==> config.mk <==
export PLATFORM = sky130hd
export DESIGN_NAME = brs_top
export DESIGN_NICKNAME = d
export VERILOG_FILES = /design/src/brs_pkg.sv /design/src/brs_top.sv
export SDC_FILE = /design/constraint.sdc
export NUM_CORES = 1
export LEC_CHECK = 0
export BUFFER_PORTS_ARGS = -buffer_cell sky130_fd_sc_hd__buf_2
export CAP_MARGIN = 20
export CORE_UTILIZATION = 55
export DETAILED_ROUTE_END_ITERATION = 8
export GPL_TIMING_DRIVEN = 0
export PLACE_DENSITY = 0.73
export SLEW_MARGIN = 30
export SYNTH_ARGS = -nofsm -noshare
export SYNTH_HDL_FRONTEND = slang
export SYNTH_SLANG_ARGS = --single-unit
==> constraint.sdc <==
create_clock -name mclk -period 6.23 [get_ports mclk]
set_input_delay 1.5575 -clock mclk [delete_from_list [all_inputs] [get_ports mclk]]
set_output_delay 1.5575 -clock mclk [all_outputs]
set_load 0.05 [all_outputs]
==> src/brs_pkg.sv <==
// Constants and types for the buck regulator supervisor
//
// Function
// - Switching clock is divided from mclk, stays synchronous to it.
// - Spread-spectrum is off after reset; software bit enables it.
// - Spread-spectrum varies period pseudo-randomly, about ten percent.
// - High-side overcurrent turns the high-side switch off.
// - Low-side overcurrent turns low-side off; node floats to next cycle.
// - After soft-start, output below 64 percent: disable 22 ms, set fault.
// - Off-time expiry restarts through full soft-start.
// - Persistent fault repeats off-time and restart indefinitely.
// - Hiccup ends when output reaches 95 percent of target.
// - Good flag is one only above 95 percent and in normal run.
// - Output below 95 percent asserts reset output, good flag zero.
// - Fault flag set on overload, below 64 percent, or in hiccup.
// - Fault flag clears itself on return to normal operation.
// - Soft-start runs DCM, then software-selected mode.
// - Soft-start reaches 95 percent within about 2.22 ms.
// - Mode bits: 00 PWM, PFM bit alone PFM, DCM bit wins.
// - Regulator enabled after reset; disable bit stops it.
package brs_pkg;
	// ----------------------------------------
	// Timing
	// ----------------------------------------
	localparam int CLK_MHZ = 125;
	localparam int OFF_TIME_US = 22000;
	localparam int OFF_TIME_CYC = OFF_TIME_US * CLK_MHZ;
	localparam int SOFT_START_NS = 2220000;
	localparam int SOFT_START_CYC = SOFT_START_NS / 8;
	localparam int SW_DIV = 128;
	localparam int SS_SPAN = SW_DIV / 10;
	// ----------------------------------------
	// Register map
	// ----------------------------------------
	localparam logic [3:0] ADDR_STATUS = 4'h3;
	localparam logic [3:0] ADDR_MODE = 4'h4;
	localparam logic [3:0] ADDR_IRQ_STAT = 4'h8;
	localparam logic [3:0] ADDR_IRQ_MASK = 4'h9;
	localparam int BIT_DIS = 0;
	localparam int BIT_SS = 1;
	localparam int BIT_PFM = 2;
	localparam int BIT_DCM = 3;
	localparam int BIT_GOOD = 0;
	localparam int BIT_FAULT = 1;
	localparam logic [7:0] MODE_RESET = 8'h00;
	localparam logic [7:0] MASK_RESET = 8'h00;
	localparam logic [15:0] LFSR_SEED = 16'hace1;
	// ----------------------------------------
	// Types
	// ----------------------------------------
	typedef enum logic [1:0] {
		BRS_PWM,
		BRS_PFM,
		BRS_DCM
	} brs_mode_e;
	typedef enum {
		ST_OFF,
		ST_SOFT,
		ST_RUN,
		ST_HICCUP
	} brs_state_e;
endpackage : brs_pkg

==> src/brs_top.sv <==
// Digital supervisor for the on-chip buck regulator
//
// Local design decisions: the plain strobed port and the register addresses.
`timescale 1ns/1ns
`default_nettype none
module brs_top #(
	parameter int OFF_CYC = brs_pkg::OFF_TIME_CYC,
	parameter int SOFT_CYC = brs_pkg::SOFT_START_CYC
) (
	input wire logic mclk,
	input wire logic arst_n,
	input wire logic [3:0] addr,
	input wire logic [7:0] wdata,
	input wire logic wr,
	input wire logic rd,
	output logic [7:0] rdata,
	input wire logic hs_over_async,
	input wire logic ls_over_async,
	input wire logic above_95_async,
	input wire logic above_64_async,
	input wire logic uvlo_ok_async,
	output logic sw_clk,
	output logic hs_allow,
	output logic ls_allow,
	output logic switch_node_float,
	output logic reg_enable,
	output logic [1:0] conv_mode,
	output logic reset_n,
	output logic irq
);
	import brs_pkg::*;

	// ----------------------------------------
	// Input synchronisers
	// ----------------------------------------
	localparam int NIN = 5;
	logic [NIN-1:0] sync1;
	logic [NIN-1:0] sync2;
	wire [NIN-1:0] raw_in = {uvlo_ok_async, above_64_async, above_95_async,
		ls_over_async, hs_over_async};
	// Two stages; only the second is read by logic
	always_ff @(posedge mclk or negedge arst_n) begin
		if (!arst_n) begin
			sync1 <= '0;
			sync2 <= '0;
		end else begin
			sync1 <= raw_in;
			sync2 <= sync1;
		end
	end
	wire hs_over = sync2[0];
	wire ls_over = sync2[1];
	wire above_95 = sync2[2];
	wire above_64 = sync2[3];
	wire uvlo_ok = sync2[4];

	// ----------------------------------------
	// Registers
	// ----------------------------------------
	logic [7:0] mode_reg;
	logic [7:0] irq_mask;
	logic [7:0] irq_stat;
	wire ss_en = mode_reg[BIT_SS];
	wire sw_dis = mode_reg[BIT_DIS];
	wire wr_mode = wr && addr == ADDR_MODE;
	wire wr_mask = wr && addr == ADDR_IRQ_MASK;
	wire rd_stat = rd && addr == ADDR_IRQ_STAT;
	// Both reset to zero: enabled, no spread spectrum
	always_ff @(posedge mclk or negedge arst_n) begin
		if (!arst_n) begin
			mode_reg <= MODE_RESET;
			irq_mask <= MASK_RESET;
		end else begin
			if (wr_mode)
				mode_reg <= wdata;
			if (wr_mask)
				irq_mask <= wdata;
		end
	end

	// ----------------------------------------
	// Switching clock with spread spectrum
	// ----------------------------------------
	logic [7:0] div_cnt;
	logic [7:0] period;
	logic [15:0] lfsr;
	wire [15:0] next_lfsr = {lfsr[14:0],
		lfsr[15] ^ lfsr[13] ^ lfsr[12] ^ lfsr[10]};
	// Offset in 0..2*SS_SPAN then centred, keeps deviation near ten percent
	wire [7:0] rnd_ofs = 8'(lfsr[7:0] % (2 * SS_SPAN + 1));
	wire [7:0] next_period = ss_en ? 8'(SW_DIV - SS_SPAN) + rnd_ofs
		: 8'(SW_DIV);
	wire cyc_end = div_cnt >= period - 8'h01;
	// Counted straight off mclk so the two never drift
	always_ff @(posedge mclk or negedge arst_n) begin
		if (!arst_n) begin
			div_cnt <= '0;
			period <= 8'(SW_DIV);
			lfsr <= LFSR_SEED;
			sw_clk <= 1'b0;
		end else begin
			lfsr <= next_lfsr;
			div_cnt <= cyc_end ? 8'h00 : div_cnt + 8'h01;
			if (cyc_end)
				period <= next_period;
			sw_clk <= div_cnt < (period >> 1);
		end
	end

	// ----------------------------------------
	// Sequencer
	// ----------------------------------------
	brs_state_e state;
	brs_state_e next_state;
	logic [31:0] tmr;
	wire tmr_off_done = tmr >= 32'(OFF_CYC - 1);
	wire tmr_soft_done = tmr >= 32'(SOFT_CYC - 1);
	// Next state of the power sequence
	always_comb begin
		next_state = state;
		case (state)
			ST_OFF: begin
				if (uvlo_ok && !sw_dis)
					next_state = ST_SOFT;
			end
			ST_SOFT: begin
				// Reaching 95 percent ends soft start or a retry
				if (sw_dis || !uvlo_ok)
					next_state = ST_OFF;
				else if (above_95)
					next_state = ST_RUN;
				else if (tmr_soft_done)
					next_state = ST_HICCUP;
			end
			ST_RUN: begin
				if (sw_dis || !uvlo_ok)
					next_state = ST_OFF;
				else if (!above_64)
					next_state = ST_HICCUP;
			end
			ST_HICCUP: begin
				if (sw_dis)
					next_state = ST_OFF;
				else if (tmr_off_done)
					next_state = ST_SOFT;
			end
			default: next_state = ST_OFF;
		endcase
	end
	// Timer restarts on every state change; off-time counted on mclk
	always_ff @(posedge mclk or negedge arst_n) begin
		if (!arst_n) begin
			state <= ST_OFF;
			tmr <= '0;
		end else begin
			state <= next_state;
			tmr <= (next_state != state) ? 32'h0 : tmr + 32'h1;
		end
	end

	// ----------------------------------------
	// Power stage controls and flags
	// ----------------------------------------
	wire running = state == ST_SOFT || state == ST_RUN;
	wire [1:0] sel_mode = mode_reg[BIT_DCM] ? 2'(BRS_DCM)
		: mode_reg[BIT_PFM] ? 2'(BRS_PFM) : 2'(BRS_PWM);
	wire [1:0] next_mode = state == ST_RUN ? sel_mode
		: 2'(BRS_DCM);
	// Retry soft-start still counts as hiccup, so the fault flag holds
	// until the output is good again
	logic in_retry;
	always_ff @(posedge mclk or negedge arst_n) begin
		if (!arst_n)
			in_retry <= 1'b0;
		else if (next_state == ST_HICCUP)
			in_retry <= 1'b1;
		else if (next_state == ST_RUN || next_state == ST_OFF)
			in_retry <= 1'b0;
	end
	logic ls_trip;
	wire good = above_95 && state == ST_RUN;
	wire fault = hs_over || ls_over || in_retry
		|| (state == ST_RUN && !above_64);
	// Low-side trip holds until the next switching period; a trip on
	// the period boundary wins, so it is never lost
	always_ff @(posedge mclk or negedge arst_n) begin
		if (!arst_n)
			ls_trip <= 1'b0;
		else if (ls_over)
			ls_trip <= 1'b1;
		else if (cyc_end)
			ls_trip <= 1'b0;
	end
	logic good_q;
	logic fault_q;
	// Every output registered
	always_ff @(posedge mclk or negedge arst_n) begin
		if (!arst_n) begin
			reg_enable <= 1'b0;
			hs_allow <= 1'b0;
			ls_allow <= 1'b0;
			switch_node_float <= 1'b1;
			conv_mode <= 2'(BRS_DCM);
			reset_n <= 1'b0;
			good_q <= 1'b0;
			fault_q <= 1'b0;
		end else begin
			reg_enable <= running;
			hs_allow <= running && !hs_over;
			ls_allow <= running && !ls_trip && !ls_over;
			switch_node_float <= !running || ls_trip || ls_over;
			conv_mode <= next_mode;
			reset_n <= above_95;
			good_q <= good;
			fault_q <= fault;
		end
	end

	// ----------------------------------------
	// Interrupt status, read data
	// ----------------------------------------
	wire good_fall = good_q && !good;
	wire fault_rise = fault && !fault_q;
	wire [7:0] ev = {6'h00, fault_rise, good_fall};
	wire [7:0] status_val = {6'h00, fault_q, good_q};
	// Event set wins over the read clear
	always_ff @(posedge mclk or negedge arst_n) begin
		if (!arst_n)
			irq_stat <= '0;
		else
			irq_stat <= (rd_stat ? 8'h00 : irq_stat) | ev;
	end
	wire [7:0] next_rdata = addr == ADDR_STATUS ? status_val
		: addr == ADDR_MODE ? mode_reg
		: addr == ADDR_IRQ_STAT ? irq_stat
		: addr == ADDR_IRQ_MASK ? irq_mask : 8'h00;
	// Read data stands one cycle; irq follows any unmasked status bit
	always_ff @(posedge mclk or negedge arst_n) begin
		if (!arst_n) begin
			rdata <= '0;
			irq <= 1'b0;
		end else begin
			rdata <= rd ? next_rdata : 8'h00;
			irq <= |(irq_stat & irq_mask);
		end
	end

	// ----------------------------------------
	// Checks
	// ----------------------------------------
	// Switching clock: a spread period lapses at its end, not at once
	chk_ss_off_reset: assert property (@(posedge mclk)
		disable iff (!arst_n) cyc_end && !ss_en |=> period == 8'(SW_DIV))
		else $error("period varies with ss off");
	chk_ss_bound: assert property (@(posedge mclk)
		disable iff (!arst_n)
		period >= 8'(SW_DIV - SS_SPAN) && period <= 8'(SW_DIV + SS_SPAN))
		else $error("period outside spread band");

	// Current limits act in the cycle after the synchronised trip
	chk_hs_cut: assert property (@(posedge mclk)
		disable iff (!arst_n) hs_over |=> !hs_allow)
		else $error("high side not cut");
	chk_ls_hold: assert property (@(posedge mclk)
		disable iff (!arst_n)
		ls_over |=> ##1 !ls_allow && switch_node_float)
		else $error("low side not held off");

	// Hiccup entry, restart through soft-start, and repeat
	chk_run_drop: assert property (@(posedge mclk)
		disable iff (!arst_n)
		state == ST_RUN && !above_64 && !sw_dis && uvlo_ok
		|=> state == ST_HICCUP ##1 fault_q)
		else $error("no hiccup on low output");
	chk_retry_soft: assert property (@(posedge mclk)
		disable iff (!arst_n)
		state == ST_HICCUP && tmr_off_done && !sw_dis
		|=> state == ST_SOFT ##1 reg_enable && conv_mode == 2'(BRS_DCM))
		else $error("hiccup skipped soft start");
	chk_retry_again: assert property (@(posedge mclk)
		disable iff (!arst_n)
		state == ST_SOFT && tmr_soft_done && !above_95
		&& !sw_dis && uvlo_ok |=> ##1 !reg_enable && fault_q)
		else $error("failed restart not retried");

	// Status flags follow the comparators and the sequence
	chk_good_flag: assert property (@(posedge mclk)
		disable iff (!arst_n)
		good_q |-> $past(above_95) && $past(state) == ST_RUN)
		else $error("good flag without cause");
	chk_good_reset: assert property (@(posedge mclk)
		disable iff (!arst_n) !above_95 |=> !reset_n && !good_q)
		else $error("low output not flagged");
	chk_fault_retry: assert property (@(posedge mclk)
		disable iff (!arst_n)
		state == ST_SOFT && $past(state) == ST_HICCUP |=> fault_q)
		else $error("fault dropped during retry");
	chk_fault_clear: assert property (@(posedge mclk)
		disable iff (!arst_n)
		state == ST_RUN && above_64 && !hs_over && !ls_over |=> !fault_q)
		else $error("fault held in normal run");

	// Converter mode and software disable
	chk_soft_dcm: assert property (@(posedge mclk)
		disable iff (!arst_n) state == ST_SOFT |=> conv_mode == 2'(BRS_DCM))
		else $error("soft not dcm");
	chk_disable: assert property (@(posedge mclk)
		disable iff (!arst_n) sw_dis |=> ##1 !reg_enable)
		else $error("disable ignored");

	// Scenarios worth seeing at least once
	cov_hiccup: cover property (@(posedge mclk)
		state == ST_HICCUP ##1 state == ST_SOFT);
	cov_run: cover property (@(posedge mclk)
		state == ST_SOFT ##1 state == ST_RUN);
	cov_irq: cover property (@(posedge mclk) irq);
	cov_spread: cover property (@(posedge mclk) ss_en && cyc_end);
	cov_ls_trip: cover property (@(posedge mclk) ls_trip && !ls_over);
endmodule : brs_top
`default_nettype wire

### After elaboration in Yosys (flattened, before gate mapping)

Cells that the tools add are included.
Widths: inputs -> output; s select.

| word-level totals | value |
|---|---|
| bits in registers | 151 |
| input port bits | 21 |
| output and inout port bits | 17 |
| word-level logic and storage cells | 107 |

| cells by class | value |
|---|---|
| add/subtract/negate cells | 4 |
| divide/modulo/power cells | 1 |
| $lt $le $gt $ge | 4 |
| eq/ne operators | 12 |
| muxes and demuxes | 25 |
| bitwise logic cells | 5 |
| reductions and logical operators | 33 |

Operators with widths:

| cell | count |
|---|---|
| $mux 32 | 9 |
| $pmux 32 s4 | 1 |
| $eq 32x2->1 const B | 3 |
| $eq 32x3->1 const B | 3 |
| $logic_not 32->1 | 2 |
| $mux 8 | 8 |
| $add 32x1->32 const B | 1 |
| $eq 32x1->1 const B | 1 |
| $ge 32x19->1 const B | 1 |
| $ge 32x22->1 const B | 1 |
| $mod 8x5->32 const B | 1 |
| $ne 32x32->1 | 1 |
| $logic_and 1x1->1 | 11 |
| $logic_not 1->1 | 9 |
| $add 7x8->8 const A | 1 |
| $add 8x1->8 const B | 1 |
| $and 8x8->8 | 1 |
| $eq 4x4->1 const B | 2 |
| $ge 8x8->1 | 1 |
| $logic_or 1x1->1 | 8 |
| $lt 8x7->1 | 1 |
| $or 8x2->8 | 1 |
| $reduce_or 8->1 | 1 |
| $sub 8x1->8 const B | 1 |
| 6 further kinds | 14 |

### Depth between registers and ports, before layout

| logic depth | value |
|---|---|
| word-level depth | 9 |
| mapped depth | 23 |
| gate-level depth less buffers | 22 |

### Worst setup path after synthesis

No wires, ideal clock.

| timing path | value |
|---|---|
| path kind | reg-to-reg |
| start point | register lfsr[3] |
| end point | register period[6] |
| setup time | 0.133 ns |
| arrival | 4.750 ns |
| data required time | 6.097 ns |
| path slack | 1.347 ns |
| cell stages (with the launch flop) | 24 |
| buffers on the path | 1 |
| period minus slack after synthesis | 4.883 ns |
| cell sequence | dfrtp_1 > buf_6 > o31ai_2 > inv_1 > ha_1 > o21a_1 > o31ai_1 > nand2_1 > ha_1 > nor2_1 > o2111ai_1 > nor4_1 > nor2_1 > a31oi_1 > xnor2_1 > ha_1 > o211ai_1 > nor2_1 > o21a_4 > a211o_1 > ha_1 > a2111oi_2 > xnor2_1 > o22ai_1 |

| between the ends | value |
|---|---|
| word-level cells in the longest chain between the ends | 3 |

RTL lines:

| element | RTL line | RTL |
|---|---|---|
| from (decl) | brs_top.sv:86 | `logic [15:0] lfsr;` |
| from (signal assigned) | brs_top.sv:102 | `lfsr <= next_lfsr;` |
| $mod 8x5->32 | brs_top.sv:90 | `wire [7:0] rnd_ofs = 8'(lfsr[7:0] % (2 * SS_SPAN + 1));` |
| $add 7x8->8 | brs_top.sv:91 | `wire [7:0] next_period = ss_en ? 8'(SW_DIV - SS_SPAN) + rnd_ofs` |
| $mux 8 | brs_top.sv:91 |  |
| to (signal assigned) | brs_top.sv:98 | `period <= 8'(SW_DIV);` |
| to (signal assigned) | brs_top.sv:105 | `period <= next_period;` |
| to (decl) | brs_top.sv:85 | `logic [7:0] period;` |

Every way passes these cells.
A chain may end at the register's enable or synchronous reset.

### Worst setup path in the final report

Ends and elaborated chain as after synthesis.

==> results.py <==
metrics = {
    "outcome": {
        "outcome": "finished, final reports clean",
    },
    "route": {
        "routed_wirelength_um": 12800,
        "drt.antenna.violating_nets": 0,
        "drc": 0,
        "via_per_inst": 5.40,
        "vias": 4808,
        "drt_iter0_drc": 386,
        "first_pass_iters": 4,
        "wire_per_inst_um": 14.4,
    },
    "timing": {
        "finalSetupViolations": 0,
        "maxSlewHeadroom": 0.438,
        "setup_tns_ns": 0,
        "fmax_ghz": 0.175,
        "worstMarginPinSlew_ns": 0.819,
        "fin_skew_ns": 0.0200,
        "maxSlewViolCount": 0,
        "finalCritPeriodShare": 0.917,
        "min_period_ns": 5.71,
        "rsz0062_at_grt": "no",
        "finalHoldViolCount": 0,
    },
    "yosys": {
        "synth_fa_ha_area_frac": 0.0435,
        "yosysMostFrequentCell": "dfrtp_1",
        "yosys-top-cells-count": "dfrtp_1 (134), nor2_1 (77), nand2_1 (33), xor2_1 (28), nand3_1 (27)",
        "syn_area_sq_um": 6840,
        "synth_xor_area_frac": 0.0715,
        "synth_top_family_by_area": "simple AND/OR/NAND/NOR gates",
        "yosys.area_share.simple": 0.172,
        "synth_flop_cell": "dfrtp_1",
        "synthMuxAreaShare": 0.0357,
        "synth-seq-area-share": 0.532,
        "synth_area_per_cell_sq_um": 11.0,
        "synth_top_cell_by_area": "dfrtp_1",
        "synth_top_area_frac": 0.490,
        "yosys_warnings": 0,
        "synth_edf_count": 0,
        "synth_compound_area_frac": 0.120,
        "ys_seq_elements": 145,
        "synthCells": 624,
        "synth_cell_types": 75,
        "synth_area_leaders": "dfrtp_1 (49%), dfstp_2 (4.2%), nor2_1 (4.2%)",
        "ys_async_sr_fraction": 1.00,
    },
    "clock_network": {
        "ctsHtreeMaxLevel": 4,
        "ctsResizeCount": 0,
        "clkTransAtPathRegs_ns": 0.06,
        "hold_buffers": 0,
        "root_buffer": "clkbuf_16",
        "cts_inserted_buffers": 17,
        "cts_tree": "yes",
        "clkSinkCount": 145,
        "clockBufferDepth": 2,
        "clk_latency_ns": 0.42,
        "post_cts.repair.setup_buffers": 0,
    },
    "hold_path": {
        "hp-start": "sync1[3]",
        "hold_path_class": "flop to flop",
    },
    "critical_path": {
        "path_class": "flop to flop",
        "arrival_ns": 5.99,
        "worstReg2RegStart": "lfsr[3]",
        "cp_common_cell": "ha_1",
        "crit_slowest_cell": "a31oi_1",
        "startpoint_type": "flop",
        "critPathRequiredTime_ns": 6.51,
        "crit_path_end_kind": "flop",
        "crit_buf_inv": 2,
        "startpoint": "lfsr[3]",
        "cp_top_family": "compound AO/OA/AOI/OAI gates",
        "path_cells": "buf_6, o31ai_2, inv_1, ha_1, o21a_1, o31ai_1, nand2_1, ha_1, nor2_1, o2111ai_1, nor4_1, nor2_1, a31oi_1, xnor2_1, ha_1, o211ai_1, nor2_1, o21a_4, a211o_1, ha_1, a2111oi_2, xnor2_1, o22ai_1",
        "worstPathMaxFanout": 10,
        "slowest_delay_ns": 0.43,
    },
    "floorplanning": {
        "start_util": 0.567,
        "fp.dieH_um": 114,
        "dieWidth_um": 114,
        "pin_count": 38,
        "die_area_sq_um": 12900,
        "core_area_sq_um": 12100,
        "rows": 40,
    },
    "power": {
        "p_switching_mw": 0.445,
        "leakagePower_nw": 3.56,
        "clkPwrFrac": 0.480,
        "swShare": 0.210,
        "power_density_nw_per_um2": 265,
        "power_frac_seq": 0.477,
        "intPower_mw": 1.67,
        "combPwrFrac": 0.043,
        "ir_drop_mv": 0.204,
    },
    "finish": {
        "drive_gt1_frac": 0.184,
        "post_layout_nonfiller_instances": 890,
        "areaGrowthSynthToFinish_pct": 17.0,
        "nNetsFinal": 754,
        "reg_top3": "state: 32 flops, tmr: 32 flops, lfsr: 16 flops",
        "diodes": 0,
        "postLayoutCellArea_sq_um": 8010,
        "final_core_util": 0.664,
    },
    "global_routing": {
        "antenna_found_initial": 0,
        "grt_usage": 0.218,
        "grt_remaining_overflow": 0,
        "grt_pass1_vias": 4754,
        "grt_pass1_wl_um": 22100,
        "grt_max_degree": 76,
    },
    "place": {
        "gp_congestion": 0.904,
        "place_area_sq_um": 7390,
        "port-buffer-count": 37,
        "dpl.hpwl_um": 9040,
        "dp.cells": 859,
    },
    "flow_run": {
        "maxCapViolations": 0,
    },
}
## area by class of cell
type	count	area (sq um)
Clock buffer	23	508
Timing Repair Buffer	38	223
Fill cell	902	4060
Buffer	16	77.6
Multi-Input combinational cell	469	3160
Tap cell	168	210
Inverter	23	86.3
Clock inverter	8	101
Sequential cell	145	3640
## final timing paths
check	endpoint	cells past startpoint	slack, ns
worst max-delay path	period[6]	23	0.52
max in group asynchronous	lfsr[5]	2	4.37
worst min-delay path	sync2[3]	0	0.35
worst min register to register	sync2[3]	0	0.35
worst max register to register	period[6]	23	0.52
min in group asynchronous	div_cnt[3]	1	1.09
## cell usage in the layout, fill, tap and decap left out, drive strengths merged, types with 6 or more instances in the layout
master and count:
nand3 27, mux2 19, nand2 34, dfrtp 134
nor4 15, xor2 29, conb 30, nand4 9
ha 23, nor2 77, nand2b 6, dfstp 11
and2 7, o21ai 18, buf 45, nor2b 9
and3 9, nor3 13, or3 6, xnor2 26
inv 23, a21oi 15, a22oi 8, o22ai 10
clkbuf 32, a21o 7
## power groups by stage
stage               clock network [mW]  registers, mW  logic (mW)
floorplan                            0           1.03      0.0396
global placement                     0           1.02      0.0855
detailed placement                   0           1.03      0.0912
CTS                               1.04           1.01      0.0928
global route                      1.08           1.01       0.102
finish                            1.02           1.01      0.0913
## logic make-up (layout without fill, tap and decap cells)
family | count (synthesis) | after routing
muxes | 22 | 22
and+or+nand+nor | 232 | 232
buffers and inverters | 39 | 108
AOI/OAI and AO/OA | 106 | 106
adders and majority gates | 24 | 24
xor gates and xnor gates | 55 | 55
other | 1 | 30
DFF | 145 | 145
## worst register-to-register path, delay by kind of cell, from the launching register on
| family | cells | cell delay (ns) |
|---|---|---|
| adder cells (fa/ha/maj) | 4 | 1.10 |
| buffers and inverters | 2 | 0.25 |
| AO/OA/AOI/OAI | 10 | 2.66 |
| AND/OR/NAND/NOR | 5 | 0.81 |
| flip-flops | 1 | 0.40 |
| XOR/XNOR | 2 | 0.38 |
## layer usage
metal | vias up | share of wire | global-route usage
met1 | 2348 | 0.47 | 0.288
met5 | - | 0 | 0
met4 | 0 | 0.018 | 0.0772
met3 | 19 | 0.035 | 0.0606
met2 | 81 | 0.48 | 0.348
li1 | 2360 | - | -
## metrics by stage
step	total power, mW	hold slack (ns)	setup WS (ns)
5_1_grt	2.20	0.356	0.0108
6_report	2.12	0.347	0.515
4_1_cts	2.14	0.350	0.528
3_5_place_dp	1.12	0.337	0.557
2_1_floorplan	1.07	0.331	1.35
3_3_place_gp	1.11	0.334	0.815
No activity file was read; power rests on OpenSTA's default activity.
